[src/sev_pkg.sv]
`default_nettype none
// ----------------------------------------
// Event status constants
// ----------------------------------------
package sev_pkg;
    localparam logic [7:0] EnableReset     = 8'h00;
    localparam logic [7:0] LatchReset      = 8'h00;
    localparam int         BitCmdErr       = 5;
    localparam int         BitExeErr       = 4;
    localparam int         BitDevErr       = 3;
    localparam int         BitQryErr       = 2;
    localparam int         BitOpDone       = 0;
    localparam logic [7:0] UsedMask        = 8'h3D;
    localparam int         SummaryBit      = 5;
    localparam logic [2:0] ClassCmd        = 3'h1;
    localparam logic [2:0] ClassExe        = 3'h2;
    localparam logic [2:0] ClassDev        = 3'h3;
    localparam logic [2:0] ClassQry        = 3'h4;

    typedef enum logic [2:0] {
        OP_IDLE    = 3'b001,
        OP_WAIT    = 3'b010,
        OP_DONE    = 3'b100
    } sev_op_e;
endpackage
`default_nettype wire

[src/sev_error_class.sv]
`default_nettype none
// ----------------------------------------
// Error code class decoder
// ----------------------------------------
module sev_error_class (
    // Error report
    input  wire logic       errValid,
    input  wire logic [2:0] errClass,
    // Decoded one-hot event bits
    output logic      [7:0] errEvents
);
    logic isCmd;
    logic isExe;
    logic isDev;
    logic isQry;

    // Class match for the reported error; unknown classes raise nothing
    assign isCmd = errValid && (errClass == sev_pkg::ClassCmd);
    assign isExe = errValid && (errClass == sev_pkg::ClassExe);
    assign isDev = errValid && (errClass == sev_pkg::ClassDev);
    assign isQry = errValid && (errClass == sev_pkg::ClassQry);

    // Place each match at its event bit; unused bits stay low
    assign errEvents = (8'(isCmd) << sev_pkg::BitCmdErr)
        | (8'(isExe) << sev_pkg::BitExeErr)
        | (8'(isDev) << sev_pkg::BitDevErr)
        | (8'(isQry) << sev_pkg::BitQryErr);
endmodule
`default_nettype wire

[src/sev_status_logic.sv]
`default_nettype none
// Contract
// - Enable mask accepts 0..255, stored as eight bits, resets to 0.
// - Summary bit 5 is the OR of latched events gated by the mask.
// - Mask query returns the stored mask unchanged.
// - Event query returns the latch contents, then clears it; events set in that cycle stay.
// - Bits: command 5, execution 4, device 3, query 2, done 0; rest unused.
// - Any 1xx class error sets the command error bit.
// - Any 2xx class error sets the execution error bit.
// - Any 3xx class error sets the device error bit.
// - Output current/voltage error with questionable bit set sets device error.
// - Any 4xx class error sets the query error bit.
// - Clear status empties the error queue and forces completion idle.
// - Clear status clears event registers and status, keeps enable masks.
// - After the done-clear command, bit 0 sets once pending work finishes.
module sev_status_logic (
    // Clock and reset
    input  wire logic       clock,
    input  wire logic       resetn,
    // Common command strobes
    input  wire logic       maskWrite,
    input  wire logic [7:0] maskData,
    input  wire logic       maskQuery,
    input  wire logic       eventQuery,
    input  wire logic       clearStatus,
    input  wire logic       opDoneCmd,
    // Event sources
    input  wire logic       errValid,
    input  wire logic [2:0] errClass,
    input  wire logic       outputFault,
    input  wire logic       questFault,
    input  wire logic       opsPending,
    // Answers
    output logic      [7:0] readData,
    output logic            readValid,
    output logic      [7:0] eventMask,
    output logic      [7:0] eventLatch,
    output logic            summaryBit,
    output logic            errQueueFlush,
    output logic            otherStatusClear
);
    // ----------------------------------------
    // Decode
    // ----------------------------------------
    logic            [7:0] errEvents;
    logic            [7:0] setEvents;
    logic            [7:0] next_latch;
    logic            [7:0] next_mask;
    logic            [7:0] keptLatch;
    logic            [7:0] opClear;
    logic                  opSet;
    sev_pkg::sev_op_e      opState;
    sev_pkg::sev_op_e      next_opState;

    sev_error_class u_class (
        .errValid  (errValid),
        .errClass  (errClass),
        .errEvents (errEvents)
    );

    // Event set terms
    assign opSet = (opState == sev_pkg::OP_WAIT) && !opsPending;
    assign setEvents = (errEvents
        | ({7'h00, (outputFault && questFault)} << sev_pkg::BitDevErr)
        | ({7'h00, opSet} << sev_pkg::BitOpDone)) & sev_pkg::UsedMask;
    // Completion command drops bit 0 so a stale done is not seen as fresh
    assign opClear = {7'h00, opDoneCmd} << sev_pkg::BitOpDone;
    // Set wins over read, clear or completion command; bits otherwise held
    assign keptLatch  = (eventQuery || clearStatus) ? sev_pkg::LatchReset
        : eventLatch;
    assign next_latch = (keptLatch & ~opClear) | setEvents;
    assign next_mask = maskWrite ? maskData : eventMask;

    // ----------------------------------------
    // Completion tracker
    // ----------------------------------------
    // Idle, waiting for pending work, or done; later commands are never held off
    always_comb begin
        next_opState = opState;
        case (opState)
            sev_pkg::OP_IDLE: begin
                // A clear in the same cycle wins, so the tracker stays idle
                if (opDoneCmd && !clearStatus) begin
                    next_opState = sev_pkg::OP_WAIT;
                end
            end
            sev_pkg::OP_WAIT: begin
                if (clearStatus) begin
                    next_opState = sev_pkg::OP_IDLE;
                end else if (!opsPending) begin
                    next_opState = sev_pkg::OP_DONE;
                end
            end
            sev_pkg::OP_DONE: begin
                if (opDoneCmd && !clearStatus) begin
                    next_opState = sev_pkg::OP_WAIT;
                end else if (clearStatus) begin
                    next_opState = sev_pkg::OP_IDLE;
                end
            end
            default: begin
                next_opState = sev_pkg::OP_IDLE;
            end
        endcase
    end

    // State and registers
    always_ff @(posedge clock or negedge resetn) begin
        if (!resetn) begin
            opState    <= sev_pkg::OP_IDLE;
            eventMask  <= sev_pkg::EnableReset;
            eventLatch <= sev_pkg::LatchReset;
        end else begin
            opState    <= next_opState;
            eventMask  <= next_mask;
            eventLatch <= next_latch;
        end
    end

    // ----------------------------------------
    // Answers
    // ----------------------------------------
    // Query answers and one-cycle status pulses; event query wins the data path
    always_ff @(posedge clock or negedge resetn) begin
        if (!resetn) begin
            readData         <= 8'h00;
            readValid        <= 1'b0;
            summaryBit       <= 1'b0;
            errQueueFlush    <= 1'b0;
            otherStatusClear <= 1'b0;
        end else begin
            readValid        <= maskQuery || eventQuery;
            if (eventQuery) begin
                readData <= eventLatch;
            end else if (maskQuery) begin
                readData <= eventMask;
            end
            summaryBit       <= |(next_latch & next_mask);
            errQueueFlush    <= clearStatus;
            otherStatusClear <= clearStatus;
        end
    end

    // ----------------------------------------
    // Checks
    // ----------------------------------------
    // Mask storage and summary
    mask_reset_a: assert property (@(posedge clock)
        $rose(resetn) |-> eventMask == sev_pkg::EnableReset)
        else $error("mask not zero after reset");
    mask_write_a: assert property (@(posedge clock) disable iff (!resetn)
        maskWrite |=> eventMask == $past(maskData))
        else $error("mask write not stored");
    mask_keep_a: assert property (@(posedge clock) disable iff (!resetn)
        !maskWrite |=> eventMask == $past(eventMask))
        else $error("mask changed without a write");
    summary_or_a: assert property (@(posedge clock) disable iff (!resetn)
        summaryBit == |(eventLatch & eventMask))
        else $error("summary bit mismatch");

    // Query answers
    mask_read_a: assert property (@(posedge clock) disable iff (!resetn)
        maskQuery && !eventQuery |=> readValid && readData == $past(eventMask))
        else $error("mask query wrong");
    event_read_a: assert property (@(posedge clock) disable iff (!resetn)
        eventQuery |=> readValid && readData == $past(eventLatch)
            && eventLatch == $past(setEvents))
        else $error("event read or clear wrong");
    read_idle_a: assert property (@(posedge clock) disable iff (!resetn)
        !maskQuery && !eventQuery |=> !readValid && $stable(readData))
        else $error("answer without a query");

    // Event bit placement and sources
    unused_zero_a: assert property (@(posedge clock) disable iff (!resetn)
        (eventLatch & ~sev_pkg::UsedMask) == 8'h00)
        else $error("unused bit set");
    cmd_err_a: assert property (@(posedge clock) disable iff (!resetn)
        errValid && errClass == sev_pkg::ClassCmd |=> eventLatch[sev_pkg::BitCmdErr])
        else $error("command error not latched");
    exe_err_a: assert property (@(posedge clock) disable iff (!resetn)
        errValid && errClass == sev_pkg::ClassExe |=> eventLatch[sev_pkg::BitExeErr])
        else $error("execution error not latched");
    dev_err_a: assert property (@(posedge clock) disable iff (!resetn)
        errValid && errClass == sev_pkg::ClassDev |=> eventLatch[sev_pkg::BitDevErr])
        else $error("device error not latched");
    dev_fault_a: assert property (@(posedge clock) disable iff (!resetn)
        outputFault && questFault |=> eventLatch[sev_pkg::BitDevErr])
        else $error("output fault not latched");
    qry_err_a: assert property (@(posedge clock) disable iff (!resetn)
        errValid && errClass == sev_pkg::ClassQry |=> eventLatch[sev_pkg::BitQryErr])
        else $error("query error not latched");
    latch_hold_a: assert property (@(posedge clock) disable iff (!resetn)
        !eventQuery && !clearStatus && !opDoneCmd
            |=> (eventLatch & $past(eventLatch)) == $past(eventLatch))
        else $error("event bit lost");

    // Clear status
    clear_keep_a: assert property (@(posedge clock) disable iff (!resetn)
        clearStatus && !maskWrite |=> eventMask == $past(eventMask)
            && errQueueFlush && opState == sev_pkg::OP_IDLE)
        else $error("clear status wrong");
    clear_latch_a: assert property (@(posedge clock) disable iff (!resetn)
        clearStatus |=> eventLatch == $past(setEvents) && otherStatusClear)
        else $error("clear status left events");
    flush_idle_a: assert property (@(posedge clock) disable iff (!resetn)
        !clearStatus |=> !errQueueFlush && !otherStatusClear)
        else $error("status flush without clear");

    // Operation complete tracking
    done_set_a: assert property (@(posedge clock) disable iff (!resetn)
        opState == sev_pkg::OP_WAIT && !opsPending && !clearStatus
            |=> eventLatch[sev_pkg::BitOpDone] && opState == sev_pkg::OP_DONE)
        else $error("completion not flagged");
    op_clear_a: assert property (@(posedge clock) disable iff (!resetn)
        opDoneCmd && !eventQuery && !clearStatus && !opSet
            |=> !eventLatch[sev_pkg::BitOpDone] && opState == sev_pkg::OP_WAIT)
        else $error("completion bit not cleared");
    busy_low_a: assert property (@(posedge clock) disable iff (!resetn)
        opState == sev_pkg::OP_WAIT |-> !eventLatch[sev_pkg::BitOpDone])
        else $error("completion flagged while busy");
endmodule
`default_nettype wire

[config.mk]
export PLATFORM = sky130hd
export DESIGN_NAME = sev_status_logic
export DESIGN_NICKNAME = d
export VERILOG_FILES = /design/src/sev_pkg.sv /design/src/sev_error_class.sv /design/src/sev_status_logic.sv
export SDC_FILE = /design/constraint.sdc
export NUM_CORES = 1
export LEC_CHECK = 0
export BUFFER_PORTS_ARGS = -buffer_cell sky130_fd_sc_hd__buf_2
export CAP_MARGIN = 20
export CORE_MARGIN = 2
export CORE_UTILIZATION = 43
export CTS_CLUSTER_SIZE = 14
export DETAILED_ROUTE_END_ITERATION = 7
export PLACE_DENSITY = 0.83
export SYNTH_ARGS = -nofsm -noshare
export SYNTH_HDL_FRONTEND = slang
export SYNTH_SLANG_ARGS = --single-unit
[constraint.sdc]
create_clock -name clock -period 1.5 [get_ports clock]
set_clock_uncertainty 0.05 [all_clocks]
set_input_delay 0.15 -clock clock [delete_from_list [all_inputs] [get_ports clock]]
set_output_delay 0.15 -clock clock [all_outputs]
set_load 0.05 [all_outputs]
==> metrics.json <==
{
  "outcome": "finished, violations left",
  "failed_checks": "design-rule violations",
  "crit_start_category": "flip-flop",
  "synth_top_flop_cell": "dfrtp_1",
  "setup_viol_count_final": 0,
  "startpoint_of_the_worst_setup_timing_path": "eventMask[0]",
  "design.final.nets": 197,
  "grt_start_max_net_pins": 31,
  "std_cell_rows": 19,
  "use_met1": 0.2435,
  "die-area_um2": 3463,
  "final_util": 0.6137,
  "timing.critical_path.to_type": "flip-flop",
  "critical_path_s_slowest_cell": "or4_1",
  "max_cap_viol_count": 0,
  "wirelength_mm": 3.102,
  "cts-htree-levels": 2,
  "post-synth-top-area-cell": "dfrtp_1",
  "yosys-top-cells-area": "dfrtp_1 (56%), mux2i_1 (7.0%), mux2_2 (5.2%)",
  "cts.reportedPaths.clkPinSlew_ns": 0.09,
  "synth_area_per_cell_um2": 11.45,
  "total_power_consumption_mw": 1.878,
  "ys_seq_elements": 30,
  "worstPathCellList": "mux2_4, o21ai_2, o21ai_1, or4_1",
  "final_antenna_net_count": 0,
  "num_antenna_cells": 0,
  "globalRouteMet2Util": 0.3032,
  "route.detailed.drc": 3,
  "max_clock_freq_mhz": 671.1,
  "critPathKind": "flip-flop to flip-flop",
  "instance_area_after_placement_um2": 1629,
  "vdd.ir_drop.worst_mv": 0.5611,
  "worst_skew_pair.late_latency_ns": 0.32,
  "grt.met3_usage": 0.05495,
  "critical_path_required_ns": 1.66,
  "netlist_instances": 113,
  "hold_path.class": "input pin to flip-flop",
  "grt_overflow": 0,
  "synth_seq_area_share": 0.5812,
  "report.final.hold_viol_count": 0,
  "max_slew.worst_pin.slew_ns": 0.6706,
  "die_w_um": 58.85,
  "synth_top_cell_area_share": 0.5609,
  "syn_nets": 135,
  "place.detailed.hpwl_mm": 2.286,
  "maxSlewViolCount": 0,
  "routabilityCongestion": 0.7834,
  "netlist_top_cells_count": "dfrtp_1 (29), o21ai_0 (11), nand2_1 (10), mux2i_1 (9)",
  "rsz0062_at_grt": "true",
  "cts_tree": "yes",
  "areal_power_density_over_the_cells_nw_per_um2": 1091,
  "critPathMaxStageDelay_ns": 0.49,
  "num_vias": 1105,
  "core_um2": 2805,
  "clock_tree.root_cell": "clkbuf_4",
  "cts_sinks": 30,
  "floorplan.io_pins": 50,
  "layout-area-overhead-vs-synth_pct": 33.08,
  "routed_via_density": 5.338,
  "post_route_cells_drive_above_1_share": 0.5000,
  "synth-edff-count": 0,
  "worstPathBufferInverterCount": 0,
  "grt_pass1_vias": 1075,
  "final_period_minus_worst_setup_slack_ns": 1.490,
  "critPathMaxFanout": 2,
  "synth.yosys.warnings": 0,
  "synthMostInstantiatedCell": "dfrtp_1",
  "grt_pass1_wl_mm": 4.899,
  "globalRouteTotalUtil": 0.1953,
  "number_of_distinct_library_cells_after_synthesis": 34,
  "initial_core_util": 0.4612,
  "io_buffers": 49,
  "antenna_found_initial": 0,
  "synth_area_um2": 1294,
  "critical_path.top_delay_family": "simple AND/OR/NAND/NOR gates",
  "share_of_synthesized_flip_flops_with_an_asynchronous_set_or_reset": 1.000,
  "arrival_time_of_data_at_the_critical_path_endpoint_ns": 1.65,
  "slew-limit-headroom": 0.5529,
  "clk_path_buf_depth": 2,
  "drt_first_pass_iters": 6,
  "min-delay-start": "maskData[3]",
  "worst_r2r_startpoint": "eventMask[0]",
  "cellLeakagePower_nw": 0.8910,
  "drt_iter0_markers": 26,
  "grt_busiest_layer": "met2",
  "numCtsBuffers": 5,
  "final_area_um2": 1722,
  "fin_crit_sh": 0.9934,
  "routedWlPerCell_um": 14.99,
  "chipHeight_um": 58.85,
  "post-cts-setup-buffer-count": 0
}
## cell type report
cell class	instances	area [µm²]
clock buffers	7	55.05
multi-input cells	72	504.2
flip-flops and latches	30	763.2
clock inverters	1	5.005
well taps	31	38.79
repair buffers	60	332.8
inverters	6	22.52
fillers	236	1084
## per-stage QoR
step,setup TNS (ns),setup slack (ns),hold slack (ns),instances
5_1_grt,-0.04339,-0.04339,0.001909,207
3_3_place_gp,-0.009608,-0.009608,0.1563,197
2_1_floorplan,-0.1279,-0.1279,-0.1956,113
6_report,0,0.009849,0.02015,207
4_1_cts,-0.0005036,-0.0005036,0.005828,207
3_5_place_dp,-0.06086,-0.06086,0.1664,197
## timing repair
action	4_1_cts	5_1_grt
endpoints found under the setup margin	1	1
gates resized for setup	2	2
hold buffers	2	0
pin swaps	0	1
hold endpoints to repair	30	0
## report_power, final
part	internal, mW	leakage [nW]	switching, mW
logic	0.143	0.486	0.325
registers	0.872	0.370	0.0348
clock network	0.227	0.0353	0.276
total	1.24	0.891	0.636
## kinds of logic after synthesis
| group | synth area share |
|---|---|
| AO/OA/AOI/OAI | 0.09768 |
| XOR/XNOR | 0.006771 |
| buffers and inverters | 0.03868 |
| flip-flops | 0.5812 |
| multiplexers | 0.1306 |
| AND/OR/NAND/NOR | 0.1451 |
## worst paths after layout
| path | slack (ns) | endpoint | cells after the start |
|---|---|---|---|
| max in group asynchronous | 0.59 | eventMask[1] | 2 |
| setup / recovery | 0.01 | summaryBit | 4 |
| hold / removal | 0.02 | eventMask[3] | 2 |
| min in group asynchronous | 0.33 | otherStatusClear | 2 |
| hold reg to reg | 0.47 | readData[0] | 2 |
| setup reg to reg | 0.01 | summaryBit | 4 |
## per-layer routing
layer	part of all wire	vias to the layer above	routed length, µm
met5	0	-	0
met4	0.023	0	72
met3	0.067	7	208
met2	0.50	46	1544
met1	0.41	537	1277
li1	-	515	-
## cell usage in the layout (no fill, tap or decap), types with 2 or more instances in the layout
master and count:
dfrtp_2 9, buf_4 9, nand2_1 10, nor4b_1 2, nand3_1 4, nor2_1 3, inv_1 6, a32o_1 2
mux2i_1 9, dfrtp_1 20, mux2_2 6, and2_1 3, nor3_1 2, or2_2 2, clkbuf_4 5, buf_2 49
o21ai_0 10, dlygate4sd3_1 2
## worst register-to-register path: stages, from the launching register on
cell and delay [ns]:
dfrtp_2 0.42, mux2_4 0.29, o21ai_2 0.06, o21ai_1 0.07
or4_1 0.49
## registers in the layout (all words and copies together), names as in the netlist
name,flops
eventLatch,8
eventMask,8
opState,3
otherStatusClear,1
readData,8
readValid,1
summaryBit,1
No activity file was read; power rests on OpenSTA's default activity.
